## src/include/npic_cfg.svh

```systemverilog
/*
  offsets, field positions, reset values and codes of the nested
  priority interrupt controller.
  assumes: included by the package and the controller; macros only.
*/
`ifndef NPIC_CFG_SVH
`define NPIC_CFG_SVH

`define NPIC_NVEC       14
`define NPIC_OFS_SPR0   8'h00
`define NPIC_OFS_SPR1   8'h04
`define NPIC_OFS_SPR2   8'h08
`define NPIC_OFS_SPR3   8'h0c
`define NPIC_OFS_CC     8'h10
`define NPIC_OFS_EN     8'h14
`define NPIC_OFS_EXT    8'h18
`define NPIC_OFS_STAT   8'h1c
`define NPIC_SPR_RST    32'hffffffff
`define NPIC_SPR3_RO    8'hf0
`define NPIC_CC_RST     8'hea
`define NPIC_CC_I1      5
`define NPIC_CC_I0      3
`define NPIC_LVL0       2'b10
`define NPIC_LVL3       2'b11
`define NPIC_NMI_LVL    3'd4
`define NPIC_VEC_RESET  16'hfffe
`define NPIC_VEC_TRAP   16'hfffc
`define NPIC_VEC_TOP    16'hfffa
`define NPIC_LAST_PUSH  2'd3
`define NPIC_SENS_FALL  2'd0
`define NPIC_SENS_RISE  2'd1
`define NPIC_SENS_BOTH  2'd2
`define NPIC_SENS_LEVEL 2'd3
`define NPIC_RESP_OK    2'b00
`define NPIC_RESP_ERR   2'b10

`endif

```

## src/include/npic_pkg.sv

```systemverilog
/*
  types of the nested priority interrupt controller: sequencer and
  power-mode states, and the packed state record.
  assumes: npic_cfg.svh on the include path.
*/
package npic_pkg;
  `include "npic_cfg.svh"

  typedef enum logic [1:0] {S_IDLE, S_STACK, S_VEC, S_FETCH} npic_fsm_t;
  typedef enum logic [1:0] {M_RUN, M_WAIT, M_HALT} npic_pm_t;

  typedef struct packed {
    logic [31:0]            spr;
    logic [7:0]             cc;
    logic [`NPIC_NVEC-1:0]  src_en;
    logic [1:0]             sens;
    logic [3:0]             pin_sel;
    logic [`NPIC_NVEC-1:0]  pend;
    logic [`NPIC_NVEC-1:0]  line_prev;
    logic                   tli_prev;
    logic                   trap_p;
    npic_fsm_t              fsm;
    npic_pm_t               pm;
    logic [1:0]             cnt;
    logic [15:0]            vec;
    logic [1:0]             nl;
    logic                   bvalid;
    logic [1:0]             bresp;
    logic                   rvalid;
    logic [31:0]            rdata;
    logic [1:0]             rresp;
  } npic_st_t;
endpackage : npic_pkg

```

## src/logic/npic_ctrl.sv

```systemverilog
/*
  nested priority interrupt controller with an AXI4-Lite register slave.
  assumes: core gives one-cycle instruction strobes on MCLK; peripherals
  hold their flags as levels; all inputs synchronous to MCLK.
*/
`include "npic_cfg.svh"

// Overview of operation
// - priority level in cc bits 5 and 3
// - four levels, sixteen vectors at FFE0h..FFFFh
// - service at instruction boundary, or on wake from wait or halt
// - push pc, x, a, cc on entry
// - maskable entry loads stored vector priority
// - load vector then fetch first instruction
// - interrupt return restores saved priority bits
// - highest software level wins, hardware order ties
// - unserviced requests stay latched until highest
// - reset, pin interrupt, trap ignore priority bits
// - non-maskable: stack except reset, level 3
// - pin interrupt on designated pin edge
// - trap behaves like pin interrupt, preemptible
// - reset first, routine runs at level 3
// - maskable needs enable and higher stored level
// - external edge latched, cleared on entry
// - selected pins of a line are nanded
// - peripheral request is flag and enable
// - clear sequence drops the pending latch
// - halt exit only by halt-capable sources
// - non-halt source served right after that
// - instructions may also change priority bits
// - level 0 writes to a field ignored
// - priority registers reset to all ones
module npic_ctrl #(
  parameter logic [`NPIC_NVEC-1:0] HALT_MASK = 14'h0667,
  parameter logic [`NPIC_NVEC-1:0] EXT_MASK  = 14'h0244,
  parameter bit                    TLI_RISE  = 1'b0
) (
  input  wire logic                    MCLK,
  input  wire logic                    RST,
  input  wire logic [7:0]              S_AXI_AWADDR,
  input  wire logic                    S_AXI_AWVALID,
  output wire logic                    S_AXI_AWREADY,
  input  wire logic [31:0]             S_AXI_WDATA,
  input  wire logic [3:0]              S_AXI_WSTRB,
  input  wire logic                    S_AXI_WVALID,
  output wire logic                    S_AXI_WREADY,
  output wire logic [1:0]              S_AXI_BRESP,
  output wire logic                    S_AXI_BVALID,
  input  wire logic                    S_AXI_BREADY,
  input  wire logic [7:0]              S_AXI_ARADDR,
  input  wire logic                    S_AXI_ARVALID,
  output wire logic                    S_AXI_ARREADY,
  output wire logic [31:0]             S_AXI_RDATA,
  output wire logic [1:0]              S_AXI_RRESP,
  output wire logic                    S_AXI_RVALID,
  input  wire logic                    S_AXI_RREADY,
  input  wire logic                    INSTR_END,
  input  wire logic                    TRAP_EXEC,
  input  wire logic                    INTERRUPT_RETURN_INSTRUCTION_EXEC,
  input  wire logic                    CC_POP,
  input  wire logic [7:0]              CC_IN,
  input  wire logic                    RIM_EXEC,
  input  wire logic                    SIM_EXEC,
  input  wire logic                    WFI_EXEC,
  input  wire logic                    HALT_EXEC,
  input  wire logic                    TLI_PIN,
  input  wire logic [4*`NPIC_NVEC-1:0] EXT_PINS,
  input  wire logic [`NPIC_NVEC-1:0]   SRC_FLAG,
  input  wire logic [`NPIC_NVEC-1:0]   SRC_CLR,
  output wire logic                    PUSH_STB,
  output wire logic [1:0]              PUSH_SEL,
  output wire logic                    VEC_LOAD,
  output wire logic [15:0]             VEC_ADDR,
  output wire logic                    FETCH_STB,
  output wire logic [7:0]              CC_OUT,
  output wire logic                    WAIT_MODE,
  output wire logic                    HALT_MODE,
  output wire logic                    BUSY
);
  import npic_pkg::*;

  localparam int NV = `NPIC_NVEC;

  npic_st_t s_r;
  npic_st_t s_nxt;

  logic [NV-1:0] line;
  logic [NV-1:0] ev;
  logic [NV-1:0] set_req;
  logic [NV-1:0] elig;
  logic [2:0]    swl [NV];
  logic [1:0]    cur_lvl;
  logic          aw_go;
  logic          ar_go;
  logic          tli_now;
  logic          tli_edge;
  logic          trap_any;

  // encoded bits to numeric level: 10->0, 01->1, 00->2, 11->3
  function automatic logic [1:0] lvl_of(input logic [1:0] b);
    lvl_of = {~(b[1] ^ b[0]), b[0]};
  endfunction : lvl_of

  assign cur_lvl  = lvl_of({s_r.cc[`NPIC_CC_I1], s_r.cc[`NPIC_CC_I0]});
  assign tli_now  = TLI_RISE ? TLI_PIN : ~TLI_PIN;
  assign tli_edge = tli_now & ~s_r.tli_prev;
  assign trap_any = s_r.trap_p | TRAP_EXEC;

  genvar gi;
  generate
    for (gi = 0; gi < NV; gi++) begin : g_src
      if (EXT_MASK[gi]) begin : g_ext
        // unselected pins count as high so they do not force the line
        assign line[gi] = ~&(EXT_PINS[4*gi +: 4] | ~s_r.pin_sel);
        // one driver per bit; level mode requests while the line is low
        assign ev[gi] = (s_r.sens == `NPIC_SENS_FALL) ? ~line[gi] & s_r.line_prev[gi]
                      : (s_r.sens == `NPIC_SENS_RISE) ? line[gi] & ~s_r.line_prev[gi]
                      : (s_r.sens == `NPIC_SENS_BOTH) ? line[gi] ^ s_r.line_prev[gi]
                      : ~line[gi];
        assign set_req[gi] = ev[gi];
      end else begin : g_per
        assign line[gi]    = 1'b0;
        assign ev[gi]      = 1'b0;
        assign set_req[gi] = SRC_FLAG[gi] & s_r.src_en[gi];
      end
      if (gi == 0) begin : g_tli
        // the pin interrupt outranks every software level
        assign swl[gi]  = `NPIC_NMI_LVL;
        assign elig[gi] = s_r.pend[gi];
      end else begin : g_msk
        assign swl[gi]  = {1'b0, lvl_of(s_r.spr[2*gi +: 2])};
        assign elig[gi] = s_r.pend[gi] & s_r.src_en[gi]
                        & (swl[gi][1:0] > cur_lvl)
                        & (cur_lvl != 2'd3);
      end
    end
  endgenerate

  assign aw_go = S_AXI_AWVALID & S_AXI_WVALID & ~s_r.bvalid;
  assign ar_go = S_AXI_ARVALID & ~s_r.rvalid;

  always_comb begin
    logic [NV-1:0] cand;
    logic [NV-1:0] clr;
    logic [2:0]    best_l;
    logic [3:0]    best;
    logic          found;
    logic          boundary;
    logic          wake;
    logic [31:0]   rd;
    logic          rok;
    logic [1:0]    fld;
    cand     = '0;
    clr      = '0;
    best_l   = '0;
    best     = '0;
    found    = 1'b0;
    boundary = 1'b0;
    wake     = 1'b0;
    rd       = '0;
    rok      = 1'b1;
    fld      = '0;
    s_nxt    = s_r;

    // register writes
    if (s_r.bvalid && S_AXI_BREADY) begin
      s_nxt.bvalid = 1'b0;
    end
    if (aw_go) begin
      s_nxt.bvalid = 1'b1;
      s_nxt.bresp  = `NPIC_RESP_OK;
      case (S_AXI_AWADDR)
        `NPIC_OFS_SPR0, `NPIC_OFS_SPR1, `NPIC_OFS_SPR2, `NPIC_OFS_SPR3: begin
          if (S_AXI_WSTRB[0]) begin
            for (int f = 0; f < 4; f++) begin
              fld = S_AXI_WDATA[2*f +: 2];
              // a level 0 code keeps the old field; top nibble of reg 3 fixed
              if (fld != `NPIC_LVL0
                  && !(S_AXI_AWADDR == `NPIC_OFS_SPR3 && f > 1)) begin
                s_nxt.spr[8*S_AXI_AWADDR[3:2] + 2*f +: 2] = fld;
              end
            end
          end
        end
        `NPIC_OFS_CC: begin
          if (S_AXI_WSTRB[0]) begin
            s_nxt.cc = S_AXI_WDATA[7:0];
          end
        end
        `NPIC_OFS_EN: begin
          if (S_AXI_WSTRB[0]) begin
            s_nxt.src_en[7:0] = S_AXI_WDATA[7:0];
          end
          if (S_AXI_WSTRB[1]) begin
            s_nxt.src_en[NV-1:8] = S_AXI_WDATA[NV-1:8];
          end
        end
        `NPIC_OFS_EXT: begin
          if (S_AXI_WSTRB[0]) begin
            s_nxt.sens    = S_AXI_WDATA[1:0];
            s_nxt.pin_sel = S_AXI_WDATA[7:4];
          end
        end
        `NPIC_OFS_STAT: begin
          s_nxt.bresp = `NPIC_RESP_OK;
        end
        default: begin
          s_nxt.bresp = `NPIC_RESP_ERR;
        end
      endcase
    end

    // register reads
    case (S_AXI_ARADDR)
      `NPIC_OFS_SPR0: rd = {24'h0, s_r.spr[7:0]};
      `NPIC_OFS_SPR1: rd = {24'h0, s_r.spr[15:8]};
      `NPIC_OFS_SPR2: rd = {24'h0, s_r.spr[23:16]};
      `NPIC_OFS_SPR3: rd = {24'h0, s_r.spr[31:24] | `NPIC_SPR3_RO};
      `NPIC_OFS_CC:   rd = {24'h0, s_r.cc};
      `NPIC_OFS_EN:   rd = {18'h0, s_r.src_en};
      `NPIC_OFS_EXT:  rd = {24'h0, s_r.pin_sel, 2'b00, s_r.sens};
      `NPIC_OFS_STAT: rd = {13'h0, s_r.pm, s_r.fsm, s_r.trap_p, s_r.pend};
      default:        rok = 1'b0;
    endcase
    if (s_r.rvalid && S_AXI_RREADY) begin
      s_nxt.rvalid = 1'b0;
    end
    if (ar_go) begin
      s_nxt.rvalid = 1'b1;
      s_nxt.rdata  = rok ? rd : 32'h0;
      s_nxt.rresp  = rok ? `NPIC_RESP_OK : `NPIC_RESP_ERR;
    end

    // arbitration; in halt only halt-capable sources compete
    cand = (s_r.pm == M_HALT) ? (elig & HALT_MASK) : elig;
    // walk low to high hardware priority, >= lets the higher one win ties
    for (int i = NV - 1; i >= 0; i--) begin
      if (cand[i] && (!found || swl[i] >= best_l)) begin
        found  = 1'b1;
        best_l = swl[i];
        best   = 4'(i);
      end
    end

    // priority changes made by the running code
    if (s_r.fsm == S_IDLE) begin
      if (INTERRUPT_RETURN_INSTRUCTION_EXEC || CC_POP) begin
        s_nxt.cc = CC_IN;
      end
      if (RIM_EXEC || WFI_EXEC || HALT_EXEC) begin
        s_nxt.cc[`NPIC_CC_I1] = 1'b1;
        s_nxt.cc[`NPIC_CC_I0] = 1'b0;
      end
      if (SIM_EXEC) begin
        s_nxt.cc[`NPIC_CC_I1] = 1'b1;
        s_nxt.cc[`NPIC_CC_I0] = 1'b1;
      end
      if (WFI_EXEC) begin
        s_nxt.pm = M_WAIT;
      end
      if (HALT_EXEC) begin
        s_nxt.pm = M_HALT;
      end
    end

    s_nxt.trap_p = trap_any;
    boundary = INSTR_END && s_r.fsm == S_IDLE && s_r.pm == M_RUN;
    // any serviceable source ends wait, only halt-capable ones end halt
    wake = s_r.pm != M_RUN && s_r.fsm == S_IDLE && found;

    // sequencer
    case (s_r.fsm)
      S_IDLE: begin
        if (boundary && trap_any) begin
          s_nxt.fsm    = S_STACK;
          s_nxt.cnt    = '0;
          s_nxt.vec    = `NPIC_VEC_TRAP;
          s_nxt.nl     = `NPIC_LVL3;
          s_nxt.trap_p = 1'b0;
        end else if ((boundary && found) || wake) begin
          s_nxt.fsm = S_STACK;
          s_nxt.cnt = '0;
          s_nxt.pm  = M_RUN;
          s_nxt.vec = `NPIC_VEC_TOP - {11'h0, best, 1'b0};
          if (best == 4'd0) begin
            s_nxt.nl = `NPIC_LVL3;
          end else begin
            s_nxt.nl = s_r.spr[2*best +: 2];
          end
          if (EXT_MASK[best] && s_r.sens != `NPIC_SENS_LEVEL) begin
            clr[best] = 1'b1;
          end
          if (best == 4'd0) begin
            clr[0] = 1'b1;
          end
        end
      end
      S_STACK: begin
        // pc, x, a, cc in that order; cc goes out before it is reloaded
        s_nxt.cnt = s_r.cnt + 2'd1;
        if (s_r.cnt == `NPIC_LAST_PUSH) begin
          s_nxt.fsm = S_VEC;
        end
      end
      S_VEC: begin
        s_nxt.cc[`NPIC_CC_I1] = s_r.nl[1];
        s_nxt.cc[`NPIC_CC_I0] = s_r.nl[0];
        s_nxt.fsm = S_FETCH;
      end
      S_FETCH: begin
        s_nxt.fsm = S_IDLE;
      end
      default: begin
        s_nxt.fsm = S_IDLE;
      end
    endcase

    // pending latches; a fresh request beats a clear in the same cycle
    for (int i = 1; i < NV; i++) begin
      if (!EXT_MASK[i]) begin
        clr[i] = SRC_CLR[i];
      end else if (s_r.sens == `NPIC_SENS_LEVEL) begin
        clr[i] = 1'b1;
      end
    end
    s_nxt.pend    = set_req | (s_r.pend & ~clr);
    s_nxt.pend[0] = tli_edge | (s_r.pend[0] & ~clr[0]);
    s_nxt.line_prev = line;
    s_nxt.tli_prev  = tli_now;
  end

  always_ff @(posedge MCLK or posedge RST) begin
    if (RST) begin
      s_r           <= '0;
      s_r.spr       <= `NPIC_SPR_RST;
      s_r.cc        <= `NPIC_CC_RST;
      s_r.fsm       <= S_VEC;
      s_r.pm        <= M_RUN;
      s_r.vec       <= `NPIC_VEC_RESET;
      s_r.nl        <= `NPIC_LVL3;
      s_r.line_prev <= '0;
      s_r.tli_prev  <= 1'b1;
    end else begin
      s_r <= s_nxt;
    end
  end

  assign S_AXI_AWREADY = aw_go;
  assign S_AXI_WREADY  = aw_go;
  assign S_AXI_BVALID  = s_r.bvalid;
  assign S_AXI_BRESP   = s_r.bresp;
  assign S_AXI_ARREADY = ~s_r.rvalid;
  assign S_AXI_RVALID  = s_r.rvalid;
  assign S_AXI_RDATA   = s_r.rdata;
  assign S_AXI_RRESP   = s_r.rresp;
  assign PUSH_STB      = s_r.fsm == S_STACK;
  assign PUSH_SEL      = s_r.cnt;
  assign VEC_LOAD      = s_r.fsm == S_VEC;
  assign VEC_ADDR      = s_r.vec;
  assign FETCH_STB     = s_r.fsm == S_FETCH;
  assign CC_OUT        = s_r.cc;
  assign WAIT_MODE     = s_r.pm == M_WAIT;
  assign HALT_MODE     = s_r.pm == M_HALT;
  assign BUSY          = s_r.fsm != S_IDLE;
endmodule : npic_ctrl

```

## config.mk

```make
export PLATFORM = sky130hd
export DESIGN_NAME = npic_ctrl
export DESIGN_NICKNAME = d
export VERILOG_FILES = /design/src/include/npic_pkg.sv /design/src/logic/npic_ctrl.sv
export VERILOG_INCLUDE_DIRS = /design/src /design/src/include
export SDC_FILE = /design/constraint.sdc
export NUM_CORES = 1
export LEC_CHECK = 0
export ABC_AREA = 1
export BUFFER_PORTS_ARGS = -buffer_cell sky130_fd_sc_hd__buf_2
export CAP_MARGIN = 5
export CORE_MARGIN = 5
export CORE_UTILIZATION = 30
export CTS_BUF_LIST = sky130_fd_sc_hd__clkbuf_16
export CTS_CLUSTER_SIZE = 20
export DETAILED_ROUTE_END_ITERATION = 10
export SLEW_MARGIN = 0
export SYNTH_ARGS = -nofsm -noshare
export SYNTH_HDL_FRONTEND = slang
export SYNTH_SLANG_ARGS = --single-unit
```

## constraint.sdc

```tcl
create_clock -name MCLK -period 14.4 [get_ports MCLK]
set_input_delay 2.16 -clock MCLK [delete_from_list [all_inputs] [get_ports MCLK]]
set_output_delay 2.16 -clock MCLK [all_outputs]
set_load 0.005 [all_outputs]
```

==> flow_summary_export.csv, run 1 <==
group,metric,value,unit
run_status,outcome,"finished clean",
timing,min_period,13.14,ns
grt,grt_overflow,0,
worst_setup_path,critPathTopFamily,"simple AND/OR/NAND/NOR gates",
final_layout,design_area,10100,um^2
logic_synthesis,netlist_instances,1161,
logic_synthesis,synth.cell_area,8740,um^2
clock_network,clockBufferDepth,2,
clock_network,insertion_delay,0.42,ns
power_and_ir_drop,clkPwrFrac,0.345,
timing,period_share,0.913,
floorplanning,start_util,0.304,
timing,fin_skew,0.00958,ns
final_layout,syn_to_final_growth,15.9,%
logic_synthesis,ys_seq_area_frac,0.339,
worst_setup_path,start_kind,"register",
logic_synthesis,synth_edf_count,0,
routing,via_per_inst,4.89,
worst_setup_path,crit_path_max_fanout,10,
routing,route.detailed.drc,0,
floorplanning,fp.dieW,181,um
job,max_cap_violations,0,
timing,tightestPinTransition,0.889,ns
worst_setup_path,end_kind,"register",
floorplanning,die_area,32600,um^2
worst_setup_path,cpPeakStageDelay,0.56,ns
timing,report.final.setup_viol,0,
final_layout,mostFrequentLayoutCells,"nand2_1, inv_1, buf_2, o21ai_0, ha_1",
routing,dr.pass1.iters,6,
final_layout,diodes,0,
routing,avgRoutedWirePerCell,17.5,um
grt,grt_max_degree,67,
logic_synthesis,yosysUniqueCellTypes,50,
floorplanning,core-area,28700,um^2
floorplanning,io_pins,233,
clock_network,cts_sinks,116,
logic_synthesis,ys_ff_latch,116,
power_and_ir_drop,total_power,1.17,mW
clock_network,cts_inserted_buffers,17,
floorplanning,row_count,62,
place,dp_cells,1628,
place,dpl_cell_area,9470,um^2
worst_setup_path,critical_path_class,"reg -> reg",
timing,maxSlewViolCount,0,
worst_setup_path,regToRegSetupSlack,1.26,ns
worst_setup_path,worst-path-buf-inv,11,
clock_network,clk_pin_slew,0.06,ns
final_layout,nFillCells,3124,
final_layout,mostFrequentLayoutCell,"nand2_1",
worst_hold_path,worstHoldPathType,"reg -> reg",
worst_setup_path,arrival,13.50,ns
timing,clock.fmax,0.0761,GHz
power_and_ir_drop,p_sw_frac,0.374,
logic_synthesis,synthFlopType,"dfrtp_1",
place,io_buffers,144,
grt,grt_pass1_wl,45.0,mm
floorplanning,die_h,181,um
grt,antenna_found_initial,0,
worst_setup_path,cp_slowest_cell,"dfstp_2",
power_and_ir_drop,seqPwrFrac,0.331,
clock_network,cts_tree,"done",
routing,vias,8134,
routing,wl,29.0,mm
timing,finalHoldViolations,0,
power_and_ir_drop,power_per_cell_area,116,nW/um^2
final_layout,instances_no_fill,1664,
final_layout,nNetsFinal,1498,
logic_synthesis,syn_avg_cell_area,7.52,um^2
power_and_ir_drop,irDropWorstVdd,0.0840,mV
power_and_ir_drop,p_sw,0.439,mW
routing,antenna_left,0,
logic_synthesis,synth-warning-count,0,
timing,fin_setup_tns,0,ns
timing,slew_headroom,0.408,
power_and_ir_drop,power.leakage,4.89,nW
final_layout,final_util,0.353,
routing,drt_iter0_drc,540,
power_and_ir_drop,p_comb_frac,0.323,
clock_network,htreeDepth,4,
grt,grt_pass1_vias,7815,
final_layout,drive_above_1_share,0.233,
clock_network,cts_root_buffer,"clkbuf_16",
worst_setup_path,timing.critical_path.mode_cell,"nand2_1",
place,hpwlAfterDp,23.1,mm
logic_synthesis,async_flop_share,1.00,
power_and_ir_drop,internal_power,0.734,mW
grt,grtUsageTotal,0.174,
place,gp_congestion,0.937,
clock_network,ctsHoldBuffers,0,
worst_setup_path,cp.required,14.75,ns
==> per-layer routing <==
| metal | vias to the layer above | global-route usage | wire [um] |
|---|---|---|---|
| met1 | 3814 | 0.252 | 14000 |
| met5 | - | 0 | 0 |
| met4 | 0 | 0.0363 | 459 |
| li1 | 4019 | - | - |
| met2 | 272 | 0.269 | 12800 |
| met3 | 29 | 0.0355 | 1840 |
==> power groups by stage <==
| stage | sequential [mW] | combinational [mW] | clock, mW |
|---|---|---|---|
| after floorplan | 0.386 | 0.269 | 0 |
| after global placement | 0.393 | 0.365 | 0 |
| after detailed placement | 0.394 | 0.376 | 0 |
| after CTS | 0.388 | 0.377 | 0.410 |
| after global routing | 0.391 | 0.435 | 0.425 |
| final | 0.389 | 0.379 | 0.405 |
==> cell type report <==
cell class	instances	area (um^2)	share of cell area
Inverter	166	628	0.0620
Clock inverter	15	130	0.0128
Sequential cell	116	2960	0.292
Tap cell	384	480	0.0474
Clock buffer	17	425	0.0420
Multi-Input combinational cell	812	4700	0.464
Timing Repair Buffer	154	800	0.0789
==> worst register-to-register path: cells and delay by family, from the launching register on <==
kind | cells | cell delay (ns)
DFF | 1 | 0.56
AOI/OAI and AO/OA | 17 | 2.01
adders and majority gates | 14 | 3.62
buffers and inverters | 11 | 0.64
and+or+nand+nor | 60 | 6.19
==> per-stage QoR <==
step	setup slack [ns]	hold WS, ns
floorplan	2.06	0.450
global placement	0.962	0.464
detailed placement	0.859	0.474
CTS	0.785	0.485
global route	-0.0417	0.501
finish	1.26	0.485
==> state kept, by name (all words and copies together), names as in the netlist, 2 cells and up <==
signal       flops
s_r             76
S_AXI_RDATA     19
CC_OUT           8
VEC_ADDR         6
PUSH_SEL         2
==> synth_stat cells (3+ instances only) <==
library cell  number  share of area
nand2_1          289           0.12
a31oi_1            3         0.0021
nand2_2           10         0.0072
dfrtp_1           69           0.20
inv_1            158          0.068
a31o_2             3         0.0030
nand3b_1           4         0.0034
a21oi_1           43          0.025
a211oi_1           3         0.0026
or2_2              6         0.0043
o21ai_2            3         0.0030
o22ai_1           22          0.016
nand2_4            3         0.0039
nor2_1            63          0.027
nor2_2             3         0.0021
o21ai_1            6         0.0034
o211ai_1           9         0.0077
nor3_1            10         0.0057
nand4_1           21          0.015
nor4_1             5         0.0036
a221oi_1           4         0.0040
o21a_1             3         0.0026
mux2_2             6         0.0077
clkbuf_1          14         0.0060
xnor2_1           13          0.013
nand3_1           69          0.040
inv_2              7         0.0030
and2_1             7         0.0050
o41ai_1           25          0.025
dfstp_2           47           0.14
o221ai_1           3         0.0030
buf_4             65          0.056
o21ai_0           71          0.041
ha_1              71           0.10
nor2_4             3         0.0039
==> repair_timing <==
item	CTS	global route
endpoints found under the setup margin	0	10
setup buffers	0	4
resized for setup	0	21
==> cells by family (layout without fill, tap and decap cells) <==
group                    Yosys count  after routing  share of synthesized area
AO/OA/AOI/OAI                    205            205                      0.145
flip-flops                       116            116                      0.339
XOR/XNOR                          13             13                     0.0130
multiplexers                       6              6                    0.00773
buffers and inverters            248            352                      0.136
AND/OR/NAND/NOR                  501            501                      0.257
other                              1             16                   0.000429
adder cells (fa/ha/maj)           71             71                      0.102
==> path summary, 6_finish.rpt <==
path / from / endpoint / depth (start not counted)
setup / recovery: CC_OUT[5]$_DFF_PP1_ / s_r[38]$_DFFE_PP1P_ / 102
hold / removal: s_r[148]$_DFFE_PP1P_ / s_r[148]$_DFFE_PP1P_ / 2
setup reg to reg: CC_OUT[5]$_DFF_PP1_ / s_r[38]$_DFFE_PP1P_ / 102
hold reg to reg: s_r[148]$_DFFE_PP1P_ / s_r[148]$_DFFE_PP1P_ / 2
max in group asynchronous: RST / S_AXI_RDATA[16]$_DFFE_PP0P_ / 3
min in group asynchronous: RST / s_r[81]$_DFF_PP0_ / 2
Power figures use the tool's default switching activity.
==> run 2, diff against run 1 <==
Settings changed: CELL_PAD_IN_SITES_DETAIL_PLACEMENT set to 0, CELL_PAD_IN_SITES_GLOBAL_PLACEMENT set to 1, PLACE_DENSITY_LB_ADDON set to 0.1, SETUP_SLACK_MARGIN set to 0.2.
==> run 2 against run 1 <==
- sequential cell count unchanged
- cell area increased by 2.3%
- largest cell class unchanged
- worst setup slack improved by 0.14 ns
- combinational power increased by 1%
- highest routed layer unchanged
- critical path type unchanged
- hold slack got worse by 0.012 ns
==> flow_summary_export.csv, run 2 (synthesis results as in run 1) <==
group,metric,value,unit
routing,drt_iter0_drc,530,
worst_setup_path,regToRegSetupSlack,1.39,ns
timing,slew_headroom,0.233,
routing,vias,8090,
clock_network,cts_sinks,116,
final_layout,nFillCells,3164,
worst_setup_path,crit_path_max_fanout,7,
grt,grt_max_degree,61,
worst_setup_path,cp.required,14.76,ns
floorplanning,row_count,62,
worst_hold_path,worstHoldPathType,"reg -> reg",
power_and_ir_drop,power.leakage,5.01,nW
worst_setup_path,end_kind,"register",
timing,period_share,0.903,
job,max_cap_violations,0,
clock_network,cts_root_buffer,"clkbuf_16",
worst_setup_path,cp_slowest_cell,"dfstp_2",
routing,antenna_left,0,
timing,finalHoldViolations,0,
grt,grt_overflow,0,
timing,tightestPinTransition,1.14,ns
clock_network,insertion_delay,0.44,ns
worst_setup_path,critPathTopFamily,"simple AND/OR/NAND/NOR gates",
worst_setup_path,arrival,13.37,ns
final_layout,syn_to_final_growth,18.6,%
timing,clock.fmax,0.0769,GHz
floorplanning,die_area,32600,um^2
final_layout,largest-register,"s_r",
clock_network,ctsHoldBuffers,0,
power_and_ir_drop,irDropWorstVdd,0.0771,mV
worst_setup_path,r2r_end,"s_r[38]$_DFFE_PP1P_",
worst_setup_path,r2r-start,"CC_OUT[5]$_DFF_PP1_",
clock_network,cts_inserted_buffers,17,
timing,min_period,13.01,ns
routing,route.detailed.drc,0,
place,io_buffers,144,
place,hpwlAfterDp,24.8,mm
floorplanning,fp.dieW,181,um
routing,dr.pass1.iters,4,
worst_hold_path,hold_end,"S_AXI_RDATA[3]$_DFFE_PP0P_",
final_layout,regArea,2960,um^2
worst_hold_path,holdPathStages,2,
grt,antenna_found_initial,0,
worst_setup_path,reg2regPathDepth,102,
final_layout,mostFrequentLayoutCells,"nand2_1, inv_1, buf_2, o21ai_0, ha_1",
clock_network,htreeDepth,4,
worst_setup_path,critical_path_class,"reg -> reg",
final_layout,nNetsFinal,1515,
clock_network,cts_tree,"done",
place,gp_congestion,0.931,
routing,via_per_inst,4.81,
power_and_ir_drop,power_per_cell_area,119,nW/um^2
timing,report.final.setup_viol,0,
final_layout,largest_reg_flops,76,
place,pre_cts_slack,0.551,ns
final_layout,mostFrequentLayoutCell,"nand2_1",
worst_setup_path,cpPeakStageDelay,0.60,ns
final_layout,diodes,0,
final_layout,final_util,0.361,
timing,fin_skew,0.0259,ns
timing,worst_slack,1.39,ns
run_status,outcome,"finished clean",
worst_setup_path,worst-path-buf-inv,12,
grt,grt_pass1_vias,7972,
timing,fin_setup_tns,0,ns
grt,grt_pass1_wl,48.2,mm
routing,avgRoutedWirePerCell,18.7,um
worst_setup_path,start_kind,"register",
final_layout,drive_above_1_share,0.250,
final_layout,multi_input_area,4740,um^2
timing,maxSlewViolCount,0,
clock_network,clk_pin_slew,0.06,ns
floorplanning,start_util,0.304,
power_and_ir_drop,total_power,1.23,mW
timing,grt_setup_unrepaired,"no",
routing,wl,31.4,mm
floorplanning,core-area,28700,um^2
worst_hold_path,worstHoldStart,"S_AXI_RDATA[3]$_DFFE_PP0P_",
floorplanning,die_h,181,um
grt,grtUsageTotal,0.190,
floorplanning,io_pins,233,
clock_network,clockBufferDepth,2,
worst_setup_path,timing.critical_path.mode_cell,"nand2_1",
## run 2: routing by layer
layer	track usage	routed length [um]	vias up
li1	-	-	4044
met5	0	0	-
met3	0.0279	1230	30
met4	0.0499	668	0
met2	0.295	13900	209
met1	0.276	15700	3807
## run 2: how the worst max path moves through the flow
stage,slack (ns),to,cells after the start,startpoint
floorplan,2.06,s_r[80]$_DFF_PP0_,100,CC_OUT[3]$_DFF_PP1_
finish,1.39,s_r[38]$_DFFE_PP1P_,102,CC_OUT[5]$_DFF_PP1_
global route,0.12,s_r[39]$_DFFE_PP1P_,110,CC_OUT[5]$_DFF_PP1_
detailed placement,0.55,s_r[84]$_DFF_PP0_,107,CC_OUT[5]$_DFF_PP1_
global placement,0.48,s_r[84]$_DFF_PP0_,105,CC_OUT[5]$_DFF_PP1_
CTS,0.46,s_r[84]$_DFF_PP0_,104,CC_OUT[5]$_DFF_PP1_
## run 2: final cells by class
type / count / area share
clock buffers: 17 / 0.0411
clock inverters: 15 / 0.0181
inverters: 166 / 0.0609
multi-input cells: 812 / 0.457
flip-flops and latches: 116 / 0.286
well taps: 384 / 0.0464
repair buffers: 171 / 0.0905
## run 2: where the power goes
| part | total (mW) | internal (mW) | switching, mW |
|---|---|---|---|
| logic | 0.384 | 0.139 | 0.244 |
| clock network | 0.460 | 0.264 | 0.195 |
| registers | 0.389 | 0.362 | 0.0272 |
## run 2: through the flow
stage                     area, um^2  cells  hold WS [ns]
after floorplan                 8790   1176         0.450
after global placement          9490   1630         0.458
after detailed placement        9490   1630         0.464
after CTS                      10100   1662         0.481
after global routing           10400   1681         0.497
final                          10400   1681         0.473
## run 2: timing repair
action | in CTS | in global routing
buffers inserted | 0 | 19
resized for setup | 0 | 29
endpoints found under the setup margin | 0 | 10
## run 2: worst reg2reg max path, delay by kind of cell, from the launching register on
kind                       cells  cell delay, ns
adders and majority gates     14            3.53
DFF                            1            0.60
buffers and inverters         12            0.77
and+or+nand+nor               59            6.11
AOI/OAI and AO/OA             17            1.92
